$ cat src/include/dcache_overlay_pkg.sv
package dcache_overlay_pkg;

  // ********************************************************************
  // Cache geometry
  // ********************************************************************
  localparam int LINES = 16;
  localparam int IDX_W = 4;

  // ********************************************************************
  // Overlay control register
  // ********************************************************************
  localparam logic [31:0] OVERLAY_CONTROL_ADDR  = 32'hF87FFBE0;
  localparam logic [31:0] OVERLAY_CONTROL_RESET = 32'h00000000;
  localparam int          SOV_W                 = 16;
  localparam int          START_BIT             = 16;
  localparam int          SELECT_BIT            = 18;
  localparam int          INVAL_BIT             = 24;
  localparam int          DONE_BIT              = 25;
  localparam logic [15:0] TRIGGER_UPPER         = 16'h0305;

  // ********************************************************************
  // Controller registers on APB
  // ********************************************************************
  localparam int         APB_AW         = 8;
  localparam logic [7:0] CMD_OFS        = 8'h00;
  localparam logic [7:0] STATUS_OFS     = 8'h04;
  localparam logic [7:0] STORE_OFS      = 8'h08;
  localparam logic [7:0] READBACK_OFS   = 8'h0C;
  localparam int         CMD_START_BIT  = 0;
  localparam int         STAT_BUSY_BIT  = 0;
  localparam int         STAT_DONE_BIT  = 1;

  // ********************************************************************
  // Trigger sequence states
  // ********************************************************************
  typedef enum logic [2:0] {S_IDLE, S_DRAIN, S_READ, S_WRITE, S_CHECK} seq_e;

endpackage

$ cat src/include/ovl_link.sv
`timescale 1ns/1ps
`default_nettype none
interface ovl_link (
  input wire logic clock,
  input wire logic rst
);
  import dcache_overlay_pkg::*;

  logic             req;
  logic             we;
  logic [31:0]      addr;
  logic [31:0]      wdata;
  logic [31:0]      rdata;
  logic             ack;
  logic             st_valid;
  logic [IDX_W-1:0] st_index;

  modport device (input req, we, addr, wdata, st_valid, st_index, output rdata, ack);
  modport host   (output req, we, addr, wdata, st_valid, st_index, input rdata, ack);
endinterface
`default_nettype wire

$ cat src/hdl/dcache_line_cell.sv
`timescale 1ns/1ps
`default_nettype none
module dcache_line_cell (
  // Clock, reset, enable
  input  wire logic clock,
  input  wire logic rst,
  input  wire logic ce,
  // Line events
  input  wire logic store_hit,
  input  wire logic fill_hit,
  input  wire logic clean_hit,
  input  wire logic invalidate,
  // Line state
  output logic      valid_q,
  output logic      dirty_q
);
  logic valid_d;
  logic dirty_d;

  // ********************************************************************
  // Next state
  // ********************************************************************
  always_comb
  begin
    valid_d = valid_q;
    dirty_d = dirty_q;
    if (store_hit)
    begin
      valid_d = 1'b1; // RL3 RL4 RL5
      dirty_d = 1'b1; // RL3 RL4
    end
    else
    begin
      if (fill_hit)
      begin
        valid_d = 1'b1;
        dirty_d = 1'b0;
      end
      else if (clean_hit)
        dirty_d = 1'b0;
      // Only lines clean at the end of the cycle are dropped
      if (invalidate && !dirty_d)
        valid_d = 1'b0; // RL1 RL2 RL5
    end
  end

  always_ff @(posedge clock or posedge rst)
  begin
    if (rst)
    begin
      valid_q <= 1'b0;
      dirty_q <= 1'b0;
    end
    else if (ce)
    begin
      valid_q <= valid_d;
      dirty_q <= dirty_d;
    end
  end
endmodule // dcache_line_cell
`default_nettype wire

$ cat src/hdl/dcache_overlay_invalidate.sv
// Overview of operation
// RL1: Invalidate write drops clean lines in one cycle
// RL2: Invalidate makes valid clean lines invalid, skips dirty
// RL3: A store leaves its line valid and dirty
// RL4: Store colliding with invalidate still sets dirty
// RL5: Colliding store line stays valid; invalidate spares it
// RL6: Hardware sets config-done when invalidate is performed
// RL7: Software reads control, keeps shared overlay enable field
// RL8: New value sets invalidate, start and config bits
// RL9: Software drains all stores before the invalidate write
// RL10: Software reads control back after writing it
// RL11: Trigger sequence runs with interrupts disabled
`timescale 1ns/1ps
`default_nettype none
module dcache_overlay_invalidate (
  // Clock, reset, enable
  input  wire logic                                  clock,
  input  wire logic                                  rst,
  input  wire logic                                  ce,
  // Link to the CPU side
  ovl_link.device                                    link,
  // Line refill
  input  wire logic                                  fill_valid,
  input  wire logic [dcache_overlay_pkg::IDX_W-1:0]  fill_index,
  // Line writeback
  input  wire logic                                  clean_valid,
  input  wire logic [dcache_overlay_pkg::IDX_W-1:0]  clean_index,
  // Line probe
  input  wire logic [dcache_overlay_pkg::IDX_W-1:0]  probe_index,
  output logic                                       probe_valid_q,
  output logic                                       probe_dirty_q,
  // Whole cache state
  output logic [dcache_overlay_pkg::LINES-1:0]       valid_map_q,
  output logic [dcache_overlay_pkg::LINES-1:0]       dirty_map_q,
  // Overlay state
  output logic                                       overlay_start_q,
  output logic                                       overlay_config_done_q,
  output logic                                       invalidate_seen_q
);
  import dcache_overlay_pkg::*;

  // ********************************************************************
  // Declarations
  // ********************************************************************
  logic              ack_q;
  logic [31:0]       rdata_q;
  logic [SOV_W-1:0]  shared_overlay_enable_field_q;
  logic              overlay_select_q;
  logic              accept;
  logic              addr_hit;
  logic              reg_write;
  logic              cache_invalidate_request;
  logic [31:0]       control_word;
  logic [LINES-1:0]  store_sel;
  logic [LINES-1:0]  fill_sel;
  logic [LINES-1:0]  clean_sel;

  // ********************************************************************
  // Index decoding
  // ********************************************************************
  function automatic logic [LINES-1:0] line_select(
    input logic             en,
    input logic [IDX_W-1:0] idx
  );
    logic [LINES-1:0] sel;
    sel      = '0;
    sel[idx] = en;
    return sel;
  endfunction

  assign store_sel = line_select(link.st_valid, link.st_index);
  assign fill_sel  = line_select(fill_valid, fill_index);
  assign clean_sel = line_select(clean_valid, clean_index);

  // ********************************************************************
  // Register access decode
  // ********************************************************************
  // A request is taken once; the cycle of its answer does not count
  assign accept    = link.req && !ack_q;
  assign addr_hit  = (link.addr == OVERLAY_CONTROL_ADDR);
  assign reg_write = accept && link.we && addr_hit;

  // Single cycle bulk invalidate on the write itself
  assign cache_invalidate_request = reg_write && link.wdata[INVAL_BIT]; // RL1

  always_comb
  begin
    control_word             = OVERLAY_CONTROL_RESET;
    control_word[SOV_W-1:0]  = shared_overlay_enable_field_q;
    control_word[START_BIT]  = overlay_start_q;
    control_word[SELECT_BIT] = overlay_select_q;
    control_word[DONE_BIT]   = overlay_config_done_q;
    // The invalidate request is a strobe and is never stored
    control_word[INVAL_BIT]  = 1'b0;
  end

  // ********************************************************************
  // Line state array
  // ********************************************************************
  // Every line sees the same invalidate strobe in the cycle it is written
  generate
    for (genvar i = 0; i < LINES; i++)
    begin : g_line
      dcache_line_cell u_cell (
        .clock      (clock),
        .rst        (rst),
        .ce         (ce),
        .store_hit  (store_sel[i]),
        .fill_hit   (fill_sel[i]),
        .clean_hit  (clean_sel[i]),
        .invalidate (cache_invalidate_request),
        .valid_q    (valid_map_q[i]),
        .dirty_q    (dirty_map_q[i])
      );
    end
  endgenerate

  // ********************************************************************
  // Overlay control fields
  // ********************************************************************
  always_ff @(posedge clock or posedge rst)
  begin
    if (rst)
      shared_overlay_enable_field_q <= OVERLAY_CONTROL_RESET[SOV_W-1:0];
    else if (ce && reg_write)
      shared_overlay_enable_field_q <= link.wdata[SOV_W-1:0];
  end

  // Start and select follow the written word
  always_ff @(posedge clock or posedge rst)
  begin
    if (rst)
    begin
      overlay_start_q  <= OVERLAY_CONTROL_RESET[START_BIT];
      overlay_select_q <= OVERLAY_CONTROL_RESET[SELECT_BIT];
    end
    else if (ce && reg_write)
    begin
      overlay_start_q  <= link.wdata[START_BIT];
      overlay_select_q <= link.wdata[SELECT_BIT];
    end
  end

  // Set by the invalidate, cleared by writing zero; the set wins
  always_ff @(posedge clock or posedge rst)
  begin
    if (rst)
      overlay_config_done_q <= OVERLAY_CONTROL_RESET[DONE_BIT];
    else if (ce)
    begin
      if (cache_invalidate_request)
        overlay_config_done_q <= 1'b1; // RL6
      else if (reg_write && !link.wdata[DONE_BIT])
        overlay_config_done_q <= 1'b0;
    end
  end

  always_ff @(posedge clock or posedge rst)
  begin
    if (rst)
      invalidate_seen_q <= 1'b0;
    else if (ce)
      invalidate_seen_q <= cache_invalidate_request;
  end

  // ********************************************************************
  // Register answer
  // ********************************************************************
  always_ff @(posedge clock or posedge rst)
  begin
    if (rst)
      ack_q <= 1'b0;
    else if (ce)
      ack_q <= accept;
  end

  // Unmapped addresses read as zero; the invalidate bit reads as zero
  always_ff @(posedge clock or posedge rst)
  begin
    if (rst)
      rdata_q <= '0;
    else if (ce && accept && !link.we)
    begin
      if (addr_hit)
        rdata_q <= control_word;
      else
        rdata_q <= '0;
    end
  end

  assign link.ack   = ack_q;
  assign link.rdata = rdata_q;

  // ********************************************************************
  // Line probe
  // ********************************************************************
  always_ff @(posedge clock or posedge rst)
  begin
    if (rst)
    begin
      probe_valid_q <= 1'b0;
      probe_dirty_q <= 1'b0;
    end
    else if (ce)
    begin
      probe_valid_q <= valid_map_q[probe_index];
      probe_dirty_q <= dirty_map_q[probe_index];
    end
  end

endmodule // dcache_overlay_invalidate
`default_nettype wire

$ cat src/flat_wrapper.sv
// flat-port wrapper written by rule: the top's interface ports become plain ports
module dcache_overlay_invalidate_flat import dcache_overlay_pkg::*;
  (clock, rst, ce, fill_valid, fill_index, clean_valid, clean_index, probe_index, probe_valid_q, probe_dirty_q, valid_map_q, dirty_map_q, overlay_start_q, overlay_config_done_q, invalidate_seen_q, link_req, link_we, link_addr, link_wdata, link_st_valid, link_st_index, link_rdata, link_ack);
  ovl_link link_i (.clock(clock), .rst(rst));
  input  wire logic clock;
  input  wire logic rst;
  input  wire logic ce;
  input  wire logic fill_valid;
  input  wire logic [dcache_overlay_pkg::IDX_W-1:0] fill_index;
  input  wire logic clean_valid;
  input  wire logic [dcache_overlay_pkg::IDX_W-1:0] clean_index;
  input  wire logic [dcache_overlay_pkg::IDX_W-1:0] probe_index;
  output logic probe_valid_q;
  output logic probe_dirty_q;
  output logic [dcache_overlay_pkg::LINES-1:0] valid_map_q;
  output logic [dcache_overlay_pkg::LINES-1:0] dirty_map_q;
  output logic overlay_start_q;
  output logic overlay_config_done_q;
  output logic invalidate_seen_q;
  input wire logic [$bits(link_i.req)-1:0] link_req;
  input wire logic [$bits(link_i.we)-1:0] link_we;
  input wire logic [$bits(link_i.addr)-1:0] link_addr;
  input wire logic [$bits(link_i.wdata)-1:0] link_wdata;
  input wire logic [$bits(link_i.st_valid)-1:0] link_st_valid;
  input wire logic [$bits(link_i.st_index)-1:0] link_st_index;
  output wire logic [$bits(link_i.rdata)-1:0] link_rdata;
  output wire logic [$bits(link_i.ack)-1:0] link_ack;
  assign link_i.req = link_req;
  assign link_i.we = link_we;
  assign link_i.addr = link_addr;
  assign link_i.wdata = link_wdata;
  assign link_i.st_valid = link_st_valid;
  assign link_i.st_index = link_st_index;
  assign link_rdata = link_i.rdata;
  assign link_ack = link_i.ack;
  dcache_overlay_invalidate u_core (.clock(clock), .rst(rst), .ce(ce), .link(link_i), .fill_valid(fill_valid), .fill_index(fill_index), .clean_valid(clean_valid), .clean_index(clean_index), .probe_index(probe_index), .probe_valid_q(probe_valid_q), .probe_dirty_q(probe_dirty_q), .valid_map_q(valid_map_q), .dirty_map_q(dirty_map_q), .overlay_start_q(overlay_start_q), .overlay_config_done_q(overlay_config_done_q), .invalidate_seen_q(invalidate_seen_q));
endmodule
$ cat config.mk
export PLATFORM = sky130hd
export DESIGN_NAME = dcache_overlay_invalidate_flat
export DESIGN_NICKNAME = d
export VERILOG_FILES = /design/src/include/dcache_overlay_pkg.sv /design/src/include/ovl_link.sv /design/src/hdl/dcache_line_cell.sv /design/src/hdl/dcache_overlay_invalidate.sv /design/src/flat_wrapper.sv
export SDC_FILE = /design/constraint.sdc
export NUM_CORES = 1
export LEC_CHECK = 0
export BUFFER_PORTS_ARGS = -buffer_cell sky130_fd_sc_hd__buf_2
export CORE_ASPECT_RATIO = 1.1
export CORE_MARGIN = 4
export CORE_UTILIZATION = 45
export CTS_CLUSTER_SIZE = 16
export DETAILED_ROUTE_END_ITERATION = 10
export GPL_TIMING_DRIVEN = 0
export PLACE_DENSITY_LB_ADDON = 0.1
export SYNTH_ARGS = -nofsm -noshare
export SYNTH_HDL_FRONTEND = slang
export SYNTH_SLANG_ARGS = --single-unit
$ cat constraint.sdc
create_clock -name clock -period 6.2 [get_ports clock]
set_input_delay 0.31 -clock clock [delete_from_list [all_inputs] [get_ports clock]]
set_output_delay 0.31 -clock clock [all_outputs]
set_load 0.02 [all_outputs]
Word-level counts from Yosys, hierarchy flattened
Index checks and enable logic that the tools add are counted.
{"block": "word_totals", "register_bits": 87, "input_bits": 88}
{"block": "classes", "order_cmp": 7, "n_eq_ne": 1, "n_mux": 125, "bitwise_logic": 3, "reduce_logical": 80}
{"op": "1-bit 2-to-1 mux", "count": 119}
{"op": "16-bit AND", "count": 3}
{"op": "3-bit nonzero test", "count": 16}
{"op": "2-bit AND reduction", "count": 17}
{"op": "32-bit == test (second input constant)", "count": 1}
{"op": "1-bit logical AND", "count": 27}
{"op": "26-bit 2-to-1 mux", "count": 1}
{"op": "4-bit by 5-bit less-than comparator with 1-bit output (second input constant)", "count": 4}
{"op": "1-bit zero test", "count": 19}
{"op": "1-bit demux with 4-bit select", "count": 3}
{"op": "4-bit by 1-bit >= comparator with 1-bit output (second input constant)", "count": 3}
{"op": "1-bit binary-select mux with 4-bit select", "count": 2}
{"op": "2-bit nonzero test", "count": 1}

Logic depth before layout (Yosys ltp)
Gate-level depths: netlist of the first run.
{"block": "logic_depth", "ltp_word": 12, "mapped_depth": 7}

By module
From an unflattened synthesis of the first run, not the netlist that was laid out.
{"block": "unflattened", "cells_unflattened": 377, "hier_area_um2": 3951.3}
{"module": "dcache_overlay_invalidate", "n_inst": 1, "cells_per_inst": 217, "area_per_inst_um2": 2429.8}
{"module": "dcache_line_cell", "n_inst": 16, "cells_per_inst": 10, "area_per_inst_um2": 95.1}

Least setup slack after synthesis of the first run
Ideal clock, no wire load.
{"block": "synth_timing", "path_type": "input -> register", "start": "in link_addr[1]", "end": "reg u_core.shared_overlay_enable_field_q[15]", "arrival_ps": 1945, "t_required_ps": 6075, "slack_ps": 4129, "path_stages": 5, "path_buffers": 1, "path_cell_list": "or4b_4 -> nor4_4 -> nand4_4 -> buf_6 -> mux2_4"}
{"block": "synth_between", "elab_chain_cells": 3}
{"element": "from (decl)", "line": "flat_wrapper.sv:22", "rtl": "input wire logic [$bits(link_i.addr)-1:0] link_addr;"}
{"element": "32-bit == test", "line": "dcache_overlay_invalidate.sv:80", "rtl": "assign addr_hit = (link.addr == OVERLAY_CONTROL_ADDR);"}
{"element": "1-bit logical AND", "line": "dcache_overlay_invalidate.sv:81", "rtl": "assign reg_write = accept && link.we && addr_hit;"}
{"element": "1-bit logical AND", "line": "dcache_overlay_invalidate.sv:125", "rtl": "else if (ce && reg_write)"}
{"element": "to (signal assigned)", "line": "dcache_overlay_invalidate.sv:124", "rtl": "shared_overlay_enable_field_q <= OVERLAY_CONTROL_RESET[SOV_W-1:0];"}
{"element": "to (signal assigned)", "line": "dcache_overlay_invalidate.sv:126", "rtl": "shared_overlay_enable_field_q <= link.wdata[SOV_W-1:0];"}
{"element": "to (decl)", "line": "dcache_overlay_invalidate.sv:47", "rtl": "logic [SOV_W-1:0] shared_overlay_enable_field_q;"}
No other way between the ends.
A chain may end at the register's enable or synchronous reset.

Final worst setup path of the first run
Same ends and word-level chain as after synthesis.

==> results of run 1 <==
==> synth_stat cells, types with 5 or more instances <==
master | count | area, um2
nand3b_1 | 5 | 37.5
o22ai_1 | 12 | 75.1
nand2_1 | 46 | 173
mux2_4 | 10 | 150
buf_4 | 45 | 338
a21oi_1 | 57 | 285
mux2_2 | 8 | 90.1
dfrtp_1 | 74 | 1850
clkbuf_1 | 18 | 67.6
a31oi_1 | 6 | 37.5
nand2b_1 | 5 | 31.3
a2bb2oi_1 | 5 | 43.8
nor2_1 | 34 | 128
nand3_1 | 8 | 40.0
o21ai_0 | 19 | 95.1
mux4_2 | 8 | 180
==> path summary, 6_finish.rpt <==
kind / start / endpoint / slack [ns]
max: link_addr[1] / u_core.shared_overlay_enable_field_q[15]$_DFFE_PP0P_ / 4.23
min reg2reg: u_core.link.rdata[10]$_DFFE_PP0P_ / u_core.link.rdata[10]$_DFFE_PP0P_ / 0.48
max reg2reg: u_core.link.ack$_DFFE_PP0P_ / u_core.link.rdata[5]$_DFFE_PP0P_ / 4.24
min in group asynchronous: rst / u_core.g_line[5].u_cell.dirty_q$_DFFE_PP0P_ / 0.43
min: link_wdata[5] / u_core.shared_overlay_enable_field_q[5]$_DFFE_PP0P_ / 0.18
max in group asynchronous: rst / u_core.link.rdata[16]$_DFFE_PP0P_ / 5.22
==> area by class of cell <==
class	count	area [um2]
repair buffers	129	673
inverters	3	13.8
well taps	114	143
fillers	829	3720
flip-flops and latches	74	1850
clock buffers	10	138
multi-input cells	291	1870
diodes	1	2.50
plain buffers	68	435
clock inverters	6	72.6
==> sequential cells by signal (all words and copies together), names as in the netlist <==
signal and cells:
u_core.link.rdata 19, u_core.shared_overlay_enable_field_q 16, u_core.probe_dirty_q 1, u_core.probe_valid_q 1, u_core.invalidate_seen_q 1, u_core.overlay_start_q 1
u_core.g_line.u_cell.valid_q 16, u_core.overlay_config_done_q 1, u_core.link.ack 1, u_core.g_line.u_cell.dirty_q 16, u_core.overlay_select_q 1
==> where the power goes <==
part	switching, W	internal (W)	leakage, nW
clock	0.000201	0.000201	0.103
sequential	0.0000454	0.000528	0.911
combinational	0.000188	0.000166	1.45
==> cells by family (layout without fill, tap and decap cells) <==
kind of cell           after synthesis  count (layout)  share of synthesized area, %
other                                1              14                        0.0909
flip-flops                          74              74                          44.9
multiplexers                        28              28                          10.7
buffers and inverters               71             216                          10.8
AO/OA/AOI/OAI                      113             113                          16.0
AND/OR/NAND/NOR                    137             137                          17.4
==> per-stage QoR <==
stage	total power [W]	cell area (um2)	cells
5_1_grt	0.00140	5200	695
6_report	0.00133	5200	696
4_1_cts	0.00134	5200	695
3_5_place_dp	0.000937	4980	678
2_1_floorplan	0.000818	4170	436
3_3_place_gp	0.000931	4950	677
==> metal layers <==
| layer | vias to the layer above | wire length (um) |
|---|---|---|
| li1 | 1772 | - |
| met1 | 1759 | 4520 |
| met2 | 148 | 5800 |
| met3 | 18 | 885 |
| met4 | 0 | 222 |
| met5 | - | 0 |
==> impl_metrics.csv, run 1 <==
group,metric,value,unit
worst_setup_path,cp.arrival,2.21,ns
job,cap_violations,0,
sta,setup_viol,0,
worst_setup_path,cp-start-kind,"input pin",
global_route,use_met1,26.3,%
worst_setup_path,cp_cell_sequence,"buf_2 -> or4b_4 -> nor4_4 -> nand4_4 -> buf_6 -> mux2_4",
worst_setup_path,r2r_cells,5,
worst_setup_path,cp_num_buf_inv,2,
final_layout,final_net_count,664,
global_route,antenna_found_initial,0,
global_route,grt_pass1_vias,3741,
sta,drv_slew,0,
synth,syn_inst,424,
cts,numCtsBuffers,9,
sta,skew,0.0136,ns
min_path,hold_depth,2,
cts,cts_root_buf,"clkbuf_8",
sta,holdWs,0.180,ns
sta,fmax,0.507,GHz
sta,setup_tns,0,ns
drt,dr_total_vias,3697,
sta,slew_headroom,45.1,%
worst_setup_path,crit_cells,6,
worst_setup_path,critPathMaxFanout,10,
final_layout,area_growth,26.1,%
drt,drtIter0Drc,191,
place,portBuffers,127,
floorplanning,fp.dieW,99.3,um
worst_setup_path,crit_slowest_cell,"or4b_4",
floorplanning,rows,36,
synth,ys_warn_count,0,
global_route,grtUsageTotal,21.8,%
synth,ys_seq_area_share,44.9,%
drt,vias_per_cell,5.31,
cts,cts_tree,"yes",
worst_setup_path,slowest_delay,0.54,ns
global_route,overflow,0,
synth,syn_avg_cell_area,9.73,um2
place,hpwl,8.67,mm
cts,path_clk_slew,0.09,ns
cts,post-cts-setup-buffers,0,
place,dp_slack,3.79,ns
cts,cts_resized,0,
final_layout,final_cell_mix,"130 x buf_2, 74 x dfrtp_1, 57 x a21oi_1",
sta,tightest_slew,0.816,ns
drt,drt_wl_total,11.4,mm
synth,synthFlopType,"dfrtp_1",
cts,cts_buffer_depth,2,
pwr,leakagePower,2.47,nW
worst_setup_path,endpoint_kind,"flip-flop",
floorplanning,core,8920,um2
place,place.gp.congestion,0.905,
global_route,grt_pass1_wl,18.5,mm
sta,final.setup.worst_slack,4.23,ns
pwr,ir_drop,132,uV
global_route,use_met2,37.2,%
status,outcome,"finished, final reports clean",
drt,antenna_left,0,
drt,drc,0,
synth,synth-seq-cells,74,
pwr,p_per_area,256,nW/um2
cts,h-tree-depth,3,
worst_setup_path,critPathKind,"input pin to flip-flop",
sta,timing.final.crit_share,31.8,%
synth,synthArstFlopShare,100,%
final_layout,layout_commonest_cell,"buf_2",
sta,final.min_clock_period,1.97,ns
min_path,hold_class,"input pin to flip-flop",
global_route,grt_max_degree,59,
final_layout,drive_gt1_share,39.6,%
floorplanning,start_util,46.2,%
global_route,busiest_layer,"met2",
final_layout,fin_util,58.3,%
sta,rsz0062_at_grt,"false",
floorplanning,io_pins,158,
floorplanning,die_area,10800,um2
synth,synth_area,4120,um2
cts,clock_latency,0.36,ns
cts,clock_sinks,74,
global_route,grt.met3_usage,6.26,%
floorplanning,die_h,108,um
sta,hold_violations,0,
synth,ys_types,44,
worst_setup_path,required,6.44,ns
drt,post_drt_wl_per_cell,16.4,um
worst_setup_path,critical-path-top-delay-family,"simple AND/OR/NAND/NOR gates",
drt,drt_first_pass_iters,4,
cts,hold_buffers,1,
synth,synth_edf_count,0,
Power figures use the tool's default switching activity.
==> inputs of run 2 (changes only) <==
==> constraint.sdc (replaced) <==
create_clock -name clock -period 1.7 [get_ports clock]
set_input_delay 0.085 -clock clock [delete_from_list [all_inputs] [get_ports clock]]
set_output_delay 0.085 -clock clock [all_outputs]
set_load 0.02 [all_outputs]
==> impl_metrics.csv, run 2 (synthesis gave the netlist of run 1 again) <==
group,metric,value,unit
final_layout,diodes,0,
floorplanning,io_pins,158,
min_path,hold_path_startpoint,"link_wdata[0]",
cts,h-tree-depth,3,
sta,final.setup.worst_slack,0.109,ns
global_route,antenna_found_initial,0,
worst_setup_path,critPathKind,"input pin to flip-flop",
floorplanning,start_util,46.2,%
worst_setup_path,r2r_setup_slack,0.14,ns
worst_setup_path,cp_cell_sequence,"buf_2 -> or4bb_4 -> nor4_4 -> nand4_4 -> buf_8 -> mux2_4",
sta,rsz0062_at_grt,"false",
place,hpwl,8.53,mm
place,dp_slack,-0.440,ns
floorplanning,die_area,10800,um2
cts,cts_root_buf,"clkbuf_8",
sta,drv_slew,0,
drt,drt_wl_total,11.6,mm
pwr,leakagePower,2.54,nW
pwr,intPower,0.00328,W
pwr,switching_share,32.1,%
worst_setup_path,endpoint_kind,"flip-flop",
global_route,use_met1,28.0,%
cts,numCtsBuffers,9,
global_route,grtUsageTotal,21.9,%
pwr,p_switching,0.00155,W
worst_setup_path,reg2reg_to,"u_core.link.rdata[1]$_DFFE_PP0P_",
drt,drt_first_pass_iters,7,
pwr,p_per_area,896,nW/um2
floorplanning,die_h,108,um
sta,tightest_slew,0.748,ns
sta,setup_viol,0,
worst_setup_path,critical-path-top-delay-family,"simple AND/OR/NAND/NOR gates",
place,place.gp.congestion,0.929,
global_route,busiest_layer,"met2",
drt,antenna_left,0,
worst_setup_path,cp_num_buf_inv,2,
min_path,hold_depth,2,
global_route,grt_max_degree,41,
drt,drc,0,
final_layout,drive_gt1_share,39.6,%
worst_setup_path,r2r_cells,5,
final_layout,largest_reg_flops,19,
drt,drtIter0Drc,177,
drt,dr_total_vias,3756,
pwr,power_frac_comb,27.4,%
floorplanning,fp.dieW,99.3,um
global_route,grt.met3_usage,5.16,%
cts,cts_buffer_depth,2,
sta,hold_violations,0,
final_layout,area_growth,30.7,%
worst_setup_path,slowest_delay,0.54,ns
final_layout,final_cell_mix,"128 x buf_2, 74 x dfrtp_1, 57 x a21oi_1",
global_route,grt_pass1_wl,18.7,mm
cts,cts_tree,"yes",
status,outcome,"finished, final reports clean",
worst_setup_path,r2r-start,"u_core.link.ack$_DFFE_PP0P_",
cts,path_clk_slew,0.08,ns
pwr,seq_power_share,43.5,%
min_path,hold_class,"input pin to flip-flop",
min_path,hold_end,"u_core.shared_overlay_enable_field_q[0]$_DFFE_PP0P_",
place,portBuffers,127,
global_route,overflow,0,
sta,skew,0.00983,ns
final_layout,layout_commonest_cell,"buf_2",
sta,holdWs,0.00302,ns
sta,timing.final.crit_share,93.6,%
final_layout,final_net_count,681,
pwr,clock_power_share,29.0,%
job,cap_violations,0,
cts,clock_sinks,74,
worst_setup_path,cp.arrival,1.82,ns
worst_setup_path,crit_slowest_cell,"or4bb_4",
sta,slew_headroom,50.0,%
floorplanning,rows,36,
cts,clock_latency,0.34,ns
global_route,use_met2,36.9,%
worst_setup_path,required,1.93,ns
sta,final.min_clock_period,1.59,ns
sta,fmax,0.629,GHz
drt,vias_per_cell,5.28,
worst_setup_path,cp-start-kind,"input pin",
drt,post_drt_wl_per_cell,16.3,um
worst_setup_path,critPathMaxFanout,10,
pwr,ir_drop,495,uV
global_route,grt_pass1_vias,3715,
floorplanning,core,8920,um2
[run 2: area by class of cell]
type,count,area (um2)
timing repair buffer,148,851
clock buffer,11,141
inverter,3,15.0
tap,114,143
fill,806,3530
clock inverter,5,62.6
sequential,74,1850
multi-input combinational,291,1890
buffer,66,435
[run 2: worst register-to-register path: stages, from the launching register on]
cell,delay [ns]
dfrtp_1,0.41
and3b_2,0.30
nand2b_1,0.25
clkbuf_2,0.29
nand2_1,0.10
o21ai_0,0.07
[run 2: per-layer routing]
metal / vias up / part of all wire (%)
met1: 1797 / 39
met2: 137 / 51
met5: - / 0
met3: 17 / 7.6
met4: 0 / 2.0
li1: 1805 / -
[run 2: power groups by stage]
stage	Sequential, W	Clock (W)	Combinational [W]
detailed placement	0.00214	0	0.00129
finish	0.00210	0.00140	0.00132
global placement	0.00213	0	0.00127
global route	0.00213	0.00152	0.00145
floorplan	0.00208	0	0.000905
CTS	0.00210	0.00143	0.00133
[run 2: worst max-delay path by stage]
stage / start / endpoint / slack (ns) / cells past startpoint
2_1_floorplan: link_addr[2] / u_core.shared_overlay_enable_field_q[15]$_DFFE_PP0P_ / -0.13 / 5
3_3_place_gp: link_addr[10] / u_core.shared_overlay_enable_field_q[2]$_DFFE_PP0P_ / -0.38 / 6
3_5_place_dp: link_addr[10] / u_core.link.rdata[7]$_DFFE_PP0P_ / -0.44 / 6
4_1_cts: u_core.link.ack$_DFFE_PP0P_ / u_core.g_line[11].u_cell.valid_q$_DFFE_PP0P_ / 0.01 / 6
5_1_grt: u_core.link.ack$_DFFE_PP0P_ / u_core.link.rdata[7]$_DFFE_PP0P_ / 0.007 / 5
6_report: link_addr[2] / u_core.shared_overlay_enable_field_q[5]$_DFFE_PP0P_ / 0.11 / 6
[run 2: through the flow]
step | utilization [%] | power, W | setup TNS, ns | instance area (um2) | instances
after floorplan | - | 0.00298 | -1.26 | 4180 | 436
after global placement | 55.6 | 0.00341 | -13.01 | 4960 | 677
after detailed placement | 55.9 | 0.00343 | -15.66 | 4980 | 678
after CTS | 60.5 | 0.00486 | 0 | 5390 | 714
after global routing | 60.5 | 0.00509 | 0 | 5390 | 712
final | 60.5 | 0.00483 | 0 | 5390 | 712
[run 2: timing repair]
item | in CTS | in global routing
endpoints found under the setup margin | 30 | 20
resized for setup | 5 | 3
pin swaps | 1 | 0
buffers inserted | 2 | 0
hold endpoints to repair | 51 | 0
hold buffers | 18 | 0
